**src/rtl/difl_pkg.sv**
```systemverilog
// Constants, encodings and types for the drive input function logic.
// Assumes one system clock and a synchronous power-up reset.
package difl_pkg;

    // Terminal counts
    localparam int          DIFL_TERMS      = 8;
    localparam int          DIFL_LINES      = 9;       // Eight general terminals plus forward

    // Terminal function codes
    localparam logic [5:0]  FN_REVERSE      = 6'h01;
    localparam logic [5:0]  FN_START        = 6'h14;
    localparam logic [5:0]  FN_STOP         = 6'h15;
    localparam logic [5:0]  FN_DIRECTION    = 6'h16;
    localparam logic [5:0]  FN_LOOP_OFF     = 6'h17;
    localparam logic [5:0]  FN_LOOP_CLEAR   = 6'h18;
    localparam logic [5:0]  FN_GAIN_ALT     = 6'h1a;
    localparam logic [5:0]  FN_P_ONLY       = 6'h2b;

    // Parameter values
    localparam logic [1:0]  RUN_SRC_TERMINAL = 2'h1;
    localparam logic [1:0]  LOOP_ENABLED     = 2'h1;
    localparam logic [2:0]  METHOD_SLV       = 3'h3;
    localparam logic [2:0]  METHOD_ZERO_SLV  = 3'h4;
    localparam logic [2:0]  METHOD_VECTOR    = 3'h5;

    // Droop numerator: ten percent scaled to hundredths of percent over gain in hundredths
    localparam logic [16:0] DROOP_NUMER      = 17'h1_86a0;
    localparam logic [4:0]  DIV_LAST         = 5'h10;    // Seventeen quotient steps

    // Reset values
    localparam logic [16:0] DROOP_RESET      = 17'h0_0000;

    // Speed-loop gain set in use
    typedef enum logic [2:0] {
        GAIN_PRIMARY = 3'b001,
        GAIN_SECOND  = 3'b010,
        GAIN_ALT     = 3'b100
    } difl_gain_e;

    // Droop divider states
    typedef enum logic [1:0] {
        DIV_IDLE = 2'b01,
        DIV_BUSY = 2'b10
    } difl_div_e;

endpackage

```
**src/rtl/difl_term_if.sv**
```systemverilog
// Carrier between the decoder core and its terminal conditioner.
// Assumes both ends share the system clock.
`timescale 1ns/100ps
interface difl_term_if;
    import difl_pkg::*;

    logic [DIFL_LINES-1:0] raw;     // Terminal levels straight from the pins
    logic [DIFL_LINES-1:0] clean;   // Synchronised and debounced levels

    modport cond (input raw, output clean);
    modport core (output raw, input clean);
endinterface

```
**src/rtl/difl_core.sv**
```systemverilog
// Drive input function logic: three-wire run control, process-loop
// enable and clear, speed-loop gain set and P/PI selection with droop.
// Assumes terminal levels arrive from pins and parameters are static
// levels on the system clock.
`timescale 1ns/100ps
module difl_core
    import difl_pkg::*;
(
    // Clock and reset
    input  wire logic                           clk_in,
    input  wire logic                           rst_in,
    // Terminals
    input  wire logic [DIFL_TERMS-1:0]          term_in,
    input  wire logic                           forward_run_input_in,
    input  wire logic [DIFL_TERMS-1:0][5:0]     term_func_in,
    // Drive parameters
    input  wire logic [1:0]                     run_source_select_in,
    input  wire logic [1:0]                     loop_enable_param_in,
    input  wire logic [2:0]                     control_method_select_in,
    input  wire logic                           second_motor_in,
    input  wire logic [9:0]                     primary_p_gain_in,
    input  wire logic [9:0]                     second_p_gain_in,
    input  wire logic [9:0]                     alternate_p_gain_in,
    // Run control
    output logic                                run_out,
    output logic                                reverse_out,
    output logic                                accel_out,
    output logic                                decel_out,
    output logic                                three_wire_out,
    // Process loop
    output logic                                loop_run_out,
    output logic                                loop_clear_out,
    // Speed loop
    output logic [2:0]                          gain_set_out,
    output logic                                p_only_out,
    output logic [16:0]                         droop_out,
    output logic                                droop_valid_out
);

    // Terminal conditioning
    difl_term_if term ();

    assign term.raw = {forward_run_input_in, term_in};

    difl_term_cond u_cond (
        .clk_in (clk_in),
        .rst_in (rst_in),
        .term   (term.cond)
    );

    // Level of any terminal carrying a given function
    function automatic logic fn_level(
        input logic [DIFL_TERMS-1:0]      lvl,
        input logic [DIFL_TERMS-1:0][5:0] map,
        input logic [5:0]                 code
    );
        logic hit;
        hit = 1'b0;
        for (int i = 0; i < DIFL_TERMS; i++) begin
            if (map[i] == code && lvl[i]) begin
                hit = 1'b1;
            end
        end
        return hit;
    endfunction

    logic [DIFL_TERMS-1:0] gen_lvl;
    logic                  fwd_lvl;
    logic                  start_pulse_input;
    logic                  stop_hold_input;
    logic                  dir;
    logic                  rev;
    logic                  loff;
    logic                  lclr;
    logic                  galt;
    logic                  ponly;
    logic                  three_wire;
    logic                  method_ok;
    logic                  start_edge;

    // Function decode from debounced terminals; any general terminal may carry any code
    always_comb begin
        gen_lvl    = term.clean[DIFL_TERMS-1:0];
        fwd_lvl    = term.clean[DIFL_TERMS];
        start_pulse_input        = fn_level(gen_lvl, term_func_in, FN_START);
        stop_hold_input        = fn_level(gen_lvl, term_func_in, FN_STOP);          // Unassigned reads open
        dir        = fn_level(gen_lvl, term_func_in, FN_DIRECTION);
        rev        = fn_level(gen_lvl, term_func_in, FN_REVERSE);
        loff       = fn_level(gen_lvl, term_func_in, FN_LOOP_OFF);
        lclr       = fn_level(gen_lvl, term_func_in, FN_LOOP_CLEAR);
        galt       = fn_level(gen_lvl, term_func_in, FN_GAIN_ALT);
        ponly      = fn_level(gen_lvl, term_func_in, FN_P_ONLY);
        three_wire = (run_source_select_in == RUN_SRC_TERMINAL)
                     && fn_level('1, term_func_in, FN_START);
        method_ok  = (control_method_select_in == METHOD_SLV)
                     || (control_method_select_in == METHOD_ZERO_SLV)
                     || (control_method_select_in == METHOD_VECTOR);
    end

    // ---------------- Run control ----------------
    logic sta_prev_q;
    logic run_q;
    logic run_d;
    logic reverse_q;
    logic reverse_d;
    logic accel_q;
    logic accel_d;
    logic decel_q;
    logic decel_d;
    logic three_wire_q;

    assign start_edge = start_pulse_input && !sta_prev_q;

    // Next run state for three-wire or level control
    always_comb begin
        run_d     = 1'b0;
        reverse_d = 1'b0;
        if (three_wire) begin
            // Forward terminal and reverse inputs take no part here
            if (!stop_hold_input) begin
                run_d = 1'b0;
            end else if (start_edge) begin
                run_d = 1'b1;
            end else begin
                run_d = run_q;
            end
            reverse_d = dir;
        end else if (run_source_select_in == RUN_SRC_TERMINAL) begin
            // Level control: both on cancels to stop
            run_d     = fwd_lvl ^ rev;
            reverse_d = rev && !fwd_lvl;
        end
        accel_d = run_d && !run_q;
        decel_d = !run_d && run_q;
    end

    // Run state registers
    always_ff @(posedge clk_in) begin
        if (rst_in) begin
            sta_prev_q   <= 1'b0;
            run_q        <= 1'b0;
            reverse_q    <= 1'b0;
            accel_q      <= 1'b0;
            decel_q      <= 1'b0;
            three_wire_q <= 1'b0;
        end else begin
            sta_prev_q   <= start_pulse_input;
            run_q        <= run_d;
            reverse_q    <= reverse_d;
            accel_q      <= accel_d;
            decel_q      <= decel_d;
            three_wire_q <= three_wire;
        end
    end

    // ---------------- Process loop ----------------
    logic loop_run_q;
    logic loop_run_d;
    logic loop_clear_q;
    logic loop_clear_d;

    // Disable terminal overrides the enable parameter
    always_comb begin
        loop_run_d   = (loop_enable_param_in == LOOP_ENABLED) && !loff;
        loop_clear_d = lclr;
    end

    // Loop control registers
    always_ff @(posedge clk_in) begin
        if (rst_in) begin
            loop_run_q   <= 1'b0;
            loop_clear_q <= 1'b0;
        end else begin
            loop_run_q   <= loop_run_d;
            loop_clear_q <= loop_clear_d;
        end
    end

    // ---------------- Speed-loop gains ----------------
    difl_gain_e gain_q;
    difl_gain_e gain_d;
    logic       p_only_q;
    logic       p_only_d;
    logic [9:0] kpp_sel;

    // Gain set and compensation type; alternate set and P-only in vector methods only, second set in any method
    always_comb begin
        if (method_ok && galt) begin
            gain_d = GAIN_ALT;
        end else if (second_motor_in) begin
            gain_d = GAIN_SECOND;
        end else begin
            gain_d = GAIN_PRIMARY;
        end
        p_only_d = method_ok && ponly;
        unique case (gain_d)
            GAIN_ALT:    kpp_sel = alternate_p_gain_in;
            GAIN_SECOND: kpp_sel = second_p_gain_in;
            default:     kpp_sel = primary_p_gain_in;
        endcase
    end

    // Gain registers
    always_ff @(posedge clk_in) begin
        if (rst_in) begin
            gain_q   <= GAIN_PRIMARY;
            p_only_q <= 1'b0;
        end else begin
            gain_q   <= gain_d;
            p_only_q <= p_only_d;
        end
    end

    // ---------------- Droop divider ----------------
    difl_div_e   div_q;
    difl_div_e   div_d;
    logic [4:0]  cnt_q;
    logic [4:0]  cnt_d;
    logic [16:0] num_q;
    logic [16:0] num_d;
    logic [16:0] quo_q;
    logic [16:0] quo_d;
    logic [9:0]  rem_q;
    logic [9:0]  rem_d;
    logic [9:0]  den_q;
    logic [9:0]  den_d;
    logic [16:0] droop_q;
    logic [16:0] droop_d;
    logic        seen_q;
    logic        seen_d;
    logic        valid_q;
    logic        valid_d;
    logic [9:0]  droop_gain_q;    // Gain that produced droop_q
    logic [9:0]  droop_gain_d;
    logic [10:0] trial;
    logic        take;

    // Restoring division of the droop numerator by the active gain;
    // a zero gain saturates the result to all ones
    always_comb begin
        div_d   = div_q;
        cnt_d   = cnt_q;
        num_d   = num_q;
        quo_d   = quo_q;
        rem_d   = rem_q;
        den_d   = den_q;
        droop_d = droop_q;
        seen_d  = seen_q;
        droop_gain_d = droop_gain_q;
        trial   = {rem_q, num_q[16]};
        take    = trial >= {1'b0, den_q};
        unique case (div_q)
            DIV_IDLE: begin
                div_d = DIV_BUSY;
                cnt_d = 5'h00;
                num_d = DROOP_NUMER;
                quo_d = '0;
                rem_d = '0;
                den_d = kpp_sel;
            end
            DIV_BUSY: begin
                num_d = {num_q[15:0], 1'b0};
                quo_d = {quo_q[15:0], take};
                rem_d = take ? 10'(trial - {1'b0, den_q}) : trial[9:0];
                cnt_d = 5'(cnt_q + 5'h01);
                if (cnt_q == DIV_LAST) begin
                    div_d   = DIV_IDLE;
                    droop_d = {quo_q[15:0], take};
                    droop_gain_d = den_q;
                    seen_d  = 1'b1;
                end
            end
            default: begin
                div_d = DIV_IDLE;
            end
        endcase
        // Valid only while the shown quotient was made from the gain now in use
        valid_d = p_only_d && seen_d && (droop_gain_d == kpp_sel);
    end

    // Divider registers
    always_ff @(posedge clk_in) begin
        if (rst_in) begin
            div_q   <= DIV_IDLE;
            cnt_q   <= 5'h00;
            num_q   <= '0;
            quo_q   <= '0;
            rem_q   <= '0;
            den_q   <= '0;
            droop_q <= DROOP_RESET;
            seen_q  <= 1'b0;
            valid_q <= 1'b0;
            droop_gain_q <= '0;
        end else begin
            div_q   <= div_d;
            cnt_q   <= cnt_d;
            num_q   <= num_d;
            quo_q   <= quo_d;
            rem_q   <= rem_d;
            den_q   <= den_d;
            droop_q <= droop_d;
            seen_q  <= seen_d;
            valid_q <= valid_d;
            droop_gain_q <= droop_gain_d;
        end
    end

    // Outputs straight from flip-flops
    assign run_out         = run_q;
    assign reverse_out     = reverse_q;
    assign accel_out       = accel_q;
    assign decel_out       = decel_q;
    assign three_wire_out  = three_wire_q;
    assign loop_run_out    = loop_run_q;
    assign loop_clear_out  = loop_clear_q;
    assign gain_set_out    = gain_q;
    assign p_only_out      = p_only_q;
    assign droop_out       = droop_q;
    assign droop_valid_out = valid_q;
endmodule

```
**src/rtl/difl_term_cond.sv**
```systemverilog
// Terminal conditioner: three-stage synchroniser with agreement debounce.
// Assumes raw levels are asynchronous to clk_in.
`timescale 1ns/100ps
module difl_term_cond
    import difl_pkg::*;
(
    // Clock and reset
    input  wire logic clk_in,
    input  wire logic rst_in,
    // Terminal carrier
    difl_term_if.cond term
);

    logic [DIFL_LINES-1:0] ff1_q;
    logic [DIFL_LINES-1:0] ff2_q;
    logic [DIFL_LINES-1:0] ff3_q;
    logic [DIFL_LINES-1:0] clean_q;
    logic [DIFL_LINES-1:0] clean_d;

    // Clean level moves only when the second and third stages agree
    genvar gi;
    generate
        for (gi = 0; gi < DIFL_LINES; gi++) begin : g_line
            always_comb begin
                clean_d[gi] = (ff2_q[gi] == ff3_q[gi]) ? ff3_q[gi] : clean_q[gi];
            end
        end
    endgenerate

    // Synchroniser chain and debounced level
    always_ff @(posedge clk_in) begin
        if (rst_in) begin
            ff1_q   <= '0;
            ff2_q   <= '0;
            ff3_q   <= '0;
            clean_q <= '0;
        end else begin
            ff1_q   <= term.raw;
            ff2_q   <= ff1_q;
            ff3_q   <= ff2_q;
            clean_q <= clean_d;
        end
    end

    assign term.clean = clean_q;
endmodule

```
**config.mk**
```make
export PLATFORM = sky130hd
export DESIGN_NAME = difl_core
export DESIGN_NICKNAME = d
export VERILOG_FILES = /design/src/rtl/difl_pkg.sv /design/src/rtl/difl_term_if.sv /design/src/rtl/difl_core.sv /design/src/rtl/difl_term_cond.sv
export SDC_FILE = /design/constraint.sdc
export NUM_CORES = 1
export LEC_CHECK = 0
export BUFFER_PORTS_ARGS = -buffer_cell sky130_fd_sc_hd__buf_2
export CORE_MARGIN = 10
export CORE_UTILIZATION = 30
export CTS_BUF_LIST = sky130_fd_sc_hd__clkbuf_8
export DETAILED_ROUTE_END_ITERATION = 12
export GPL_ROUTABILITY_DRIVEN = 0
export PLACE_DENSITY_LB_ADDON = 0.1
export SKIP_LAST_GASP = 1
export SLEW_MARGIN = 0
export SYNTH_ARGS = -nofsm -noshare
export SYNTH_HDL_FRONTEND = slang
export SYNTH_SLANG_ARGS = --single-unit
```
**constraint.sdc**
```tcl
create_clock -name clk_in -period 2.7 [get_ports clk_in]
set_clock_uncertainty 0.05 [all_clocks]
set_input_delay 0 -clock clk_in [delete_from_list [all_inputs] [get_ports clk_in]]
set_output_delay 0 -clock clk_in [all_outputs]
set_load 0.01 [all_outputs]
```
## Word level (Yosys, flattened, before mapping)

Cells that the tools add are included.

- $add $sub $neg: 2
- Order comparisons: 1
- Eq/ne operators: 85
- Muxes and demuxes: 92
- Bitwise logic cells: 1
- Reduce and logical (&&, ||, !) cells: 83

Operators with widths:

| operator | number |
|---|---|
| $eq 6x5->1 const B | 48 |
| $mux 1 | 80 |
| $logic_and 1x1->1 | 74 |
| $eq 6x1->1 const B | 8 |
| $eq 6x6->1 const B | 8 |
| $pmux 10 s2 | 2 |
| $pmux 17 s2 | 1 |
| $pmux 16 s2 | 1 |
| $mux 10 | 3 |
| $ge 11x10->1 | 1 |
| $eq 10x10->1 | 1 |
| $pmux 5 s2 | 1 |
| $sub 10x10->10 | 1 |
| $eq 1x1->1 | 9 |
| $eq 3x3->1 const B | 3 |
| $eq 2x1->1 const B | 3 |
| $eq 3x2->1 const B | 2 |
| $add 5x1->5 const B | 1 |
| $eq 5x5->1 const B | 1 |
| $logic_not 1->1 | 5 |
| $mux 2 | 2 |
| $pmux 2 s2 | 1 |
| $mux 3 | 1 |
| $eq 2x2->1 const B | 1 |
| other kinds (5) | 6 |

- Bits in registers: 137
- Input bits: 97
- Logic and storage cells: 296

## Longest topological paths before layout

- Word-level depth: 16
- Gate-level depth with buffers: 11
- Mapped depth without buffers: 10

## Modules after synthesis

A second synthesis with hierarchy kept.

- Cell total of the unflattened synthesis: 745
- Area total of the unflattened synthesis: 6406.1 sq um

Modules (own cells, without submodules):

| module | instances | cells an instance | area each (sq um) |
|---|---|---|---|
| difl_core | 1 | 652 | 5343.9 |
| difl_term_cond | 1 | 93 | 1062.3 |

## Least setup slack after synthesis

Ideal clock, no wire load.

- Path type: register to register
- From: register den_q[6]
- To: register rem_q[2]
- Library setup time: 122 ps
- Arrival: 2092 ps
- Path slack: 436 ps
- Stages on the path, launching flop included: 10
- Buffers on the path: 1
- Cells stage by stage: dfxtp_1 inv_1 ha_1 nand4_1 o31ai_1 nor3_1 a21oi_1 buf_2 mux2i_1 o21ai_0

- Cells in the longest elaborated chain, start to end: 3

Ends and longest elaborated chain:

| what | line | RTL |
|---|---|---|
| start: declaration | difl_core.sv:225 | `logic [9:0] den_q;` |
| start signal: assignment | difl_core.sv:300 | `den_q <= den_d;` |
| $ge 11x10->1 | difl_core.sv:251 | `take = trial >= {1'b0, den_q};` |
| $mux 10 | difl_core.sv:264 | `rem_d = take ? 10'(trial - {1'b0, den_q}) : trial[9:0];` |
| $pmux 10 s2 | difl_core.sv:252 | `unique case (div_q)` |
| end signal: assignment | difl_core.sv:299 | `rem_q <= rem_d;` |
| end: declaration | difl_core.sv:223 | `logic [9:0] rem_q;` |

No other way between the ends.
A chain may end at the register's enable or synchronous reset.

## Final worst setup path

- From: register cnt_q[0]
- To: register valid_q, in the netlist droop_valid_out

- Cells in the longest elaborated chain, start to end: 5

Ends and longest elaborated chain:

| what | line | RTL |
|---|---|---|
| start: declaration | difl_core.sv:217 | `logic [4:0] cnt_q;` |
| start signal: assignment | difl_core.sv:296 | `cnt_q <= cnt_d;` |
| $eq 5x5->1 (*) | difl_core.sv:266 | `if (cnt_q == DIV_LAST) begin` |
| $mux 10 or $mux 1 (tied branches) | difl_core.sv:266 |  |
| $mux 10 or $mux 1 (tied branches) | difl_core.sv:252 |  |
| $eq 10x10->1 or $logic_and 1x1->1 (tied branches) | difl_core.sv:278 | `valid_d = p_only_d && seen_d && (droop_gain_d == kpp_sel);` |
| $logic_and 1x1->1 (*) | difl_core.sv:278 |  |
| end signal: assignment | difl_core.sv:303 | `valid_q <= valid_d;` |
| end: declaration | difl_core.sv:231 | `logic valid_q;` |

Mark *: on every way between the ends. The rest lies on a longest branch, timed or not.

==> impl_metrics.ini <==
[worst_setup_path]
slowest_delay_ps = 430
critPathArrivalTime_ps = 2840
worstReg2RegStart = cnt_q[0]
worstRegToRegCells = 9
crit_family = compound AO/OA/AOI/OAI gates
crit_fanout = 6
timing.rr.end = droop_valid_out
worst-setup-path-type = reg2reg
required_ps = 3000
cp_slowest_cell = o21ai_0
worst-path-buf-inv = 1
reg2reg_slack_ps = 160
start_kind = flop
cp_cell_sequence = inv_1, ha_1, nand4bb_1, o21ai_0, a21oi_1, a211o_1, nor4b_1, o22ai_1, nor4_2
endpoint_kind = flop

[clock_network]
post-cts-setup-buffer-count = 0
cts_tree = yes
ctsHtreeMaxLevel = 4
clock-sinks = 132
clk_latency_ps = 440
clockBufferDepth = 2
clk_pin_slew_ps = 90
root_buffer = clkbuf_8
cts_buffers = 17

[route]
wl_met1_um = 9750
drc = 0
via_per_inst = 4.91
ant_nets = 0
firstDrtPassIters = 5
met2_length_um = 8730
vias = 6146
wl_um = 19800
drt_iter0_drc = 276
met3_length_um = 1120
wire_per_inst_um = 15.8
top_layer_used = met4

[synth]
synth_top_area_share_pct = 40.2
synth_edf_count = 0
syn-cell-area_mm2 = 0.00657
avgSynthCellArea_um2 = 8.19
yosysTopAreaCell = dfxtp_1
synthTopCellsByArea = dfxtp_1 (40%), nor2_1 (5.6%), nand2_1 (5.4%)
syn_nets = 916
ys_seq_area_share_pct = 40.2
async_flop_share_pct = 0
ys_ff_latch = 132
synthCells = 803
ys_types = 72
synth_flop_cell = dfxtp_1
ys_warn_count = 0

[timing]
slew_headroom_pct = 54.7
fmax_ghz = 0.394
fin_crit_ps = 2540
final.setup.tns_ps = 0
fin_crit_sh_pct = 94.0
final-hold-violation-count = 0
tightest_slew_ps = 680
final-max-slew-violation-count = 0
finalWorstSetupSlack_ps = 162
finalSetupViolCount = 0
rsz0062_at_grt = true

[global_routing]
grt_pass1_wl_um = 31900
grt-ovfl-total = 0
track_usage_pct = 13.8
antenna_found_initial = 1
grt_pass1_vias = 6035
grt_max_degree = 62

[layout]
fill_cells = 2274
multi_input_area_mm2 = 0.00363
layout_commonest_cell = dfxtp_1
stdcell_area_mm2 = 0.00831
layout-drive-gt1-share_pct = 21.0
fin_nets = 1071
area_growth_pct = 26.4
layout_common_cells = dfxtp_1 (132), buf_2 (124), nor2_1 (98)
regArea_mm2 = 0.00264

[power]
ir_worst_vdd_v = 0.000327
switching_power_mw = 1.47
pwr-share-clk_pct = 37.3
total_power_mw = 4.94
power_frac_comb_pct = 20.8
power_density_mw_per_mm2 = 595
power_frac_seq_pct = 41.9
internal_power_mw = 3.47
power.static_leakage_nw = 3.34
switching_share_pct = 29.7

[placed_design]
port_buffers = 125
hpwl_um = 14800
pre_cts_ws_ps = 189
placed_area_mm2 = 0.00754

[die]
ios = 126
die_h_um = 168
core_mm2 = 0.0217
start_util_pct = 30.3
die-area_mm2 = 0.0282
die_x_um = 168
row_count = 54

[hold_path]
hold_path_class = in2reg
min_delay_worst_endpoint = quo_q[11]
min_path_cells = 2
min_from = rst_in

[run_status]
status = complete, no violations

[flow_run]
cap_violations = 0
[worst max path at each step]
stage          startpoint               to  slack (ps)  cells after the start
6_report         cnt_q[0]  droop_valid_out         160                      9
2_1_floorplan    den_q[6]         rem_q[2]         440                      9
3_5_place_dp     cnt_q[0]  droop_valid_out         190                      9
3_3_place_gp     cnt_q[0]  droop_valid_out         210                     10
4_1_cts          cnt_q[0]  droop_valid_out         160                      9
5_1_grt          cnt_q[0]  droop_valid_out         -70                      9
[power groups by stage]
stage / Clock, mW / Combinational, mW / Sequential (mW)
floorplan: 0 / 0.672 / 2.11
global placement: 0 / 1.01 / 2.11
detailed placement: 0 / 1.00 / 2.12
CTS: 1.92 / 1.04 / 2.07
global route: 2.00 / 1.15 / 2.08
finish: 1.85 / 1.03 / 2.07
[synth_stat cells (15+ instances only)]
cell and n:
dfxtp_1 132, mux2_2 15, mux2i_1 18, nand2_1 95, nor2b_1 43, a21oi_1 71, inv_1 39, ha_1 15
clkbuf_1 23, nand4_1 16, nor2_1 98, o21ai_0 22, nand3_1 24, nor3_1 31
[layout make-up]
class / count / share of cell area [%]
diodes: 1 / 0.0301
clock buffers: 17 / 2.82
clock inverters: 15 / 2.46
inverters: 39 / 1.76
multi-input cells: 595 / 43.7
flip-flops and latches: 132 / 31.8
well taps: 280 / 4.22
repair buffers: 173 / 13.2
[repair_timing]
| item | 4_1_cts | 5_1_grt |
|---|---|---|
| resized for setup | 0 | 2 |
| hold buffers | 32 | 0 |
| endpoints found under the setup margin | 0 | 5 |
| hold endpoints to repair | 30 | 0 |
[kinds of logic (layout without fill, tap and decap cells)]
logic type	Yosys count	after routing	share of synthesized area (%)
and+or+nand+nor	369	369	28.7
AOI/OAI and AO/OA	164	164	16.3
DFF	132	132	40.2
buffers and inverters	76	244	4.64
muxes	33	33	5.31
adders and majority gates	16	16	3.16
xor gates and xnor gates	13	13	1.73
other	0	1	0
[worst register-to-register path: stages, from the launching register on]
cell and delay, ps:
dfxtp_1 350, inv_1 70, ha_1 150, nand4bb_1 290, o21ai_0 430, a21oi_1 120, a211o_1 290, nor4b_1 290
o22ai_1 160, nor4_2 270
[layer usage]
metal | up-vias | GRT usage [%]
met1 | 2820 | 18.4
met5 | - | 0
met3 | 12 | 3.86
met2 | 152 | 21.2
met4 | 0 | 3.90
li1 | 3162 | -
[through the flow]
stage / hold WS, ps / utilization, % / instances
2_1_floorplan: 55.5 / - / 803
3_3_place_gp: 161 / 34.8 / 1187
3_5_place_dp: 163 / 34.8 / 1187
4_1_cts: 1.17 / 38.3 / 1251
5_1_grt: 10.7 / 38.3 / 1252
6_report: 24.3 / 38.3 / 1252
[registers in the layout (all words and copies together) (netlist names), 5 cells and up]
register / cells
droop_gain_q: 10
cnt_q: 5
droop_out: 17
u_cond.ff2_q: 9
u_cond.term.clean: 9
den_q: 10
num_q: 12
quo_q: 16
rem_q: 10
u_cond.ff1_q: 9
u_cond.ff3_q: 9
(Power assumes the default switching activity.)
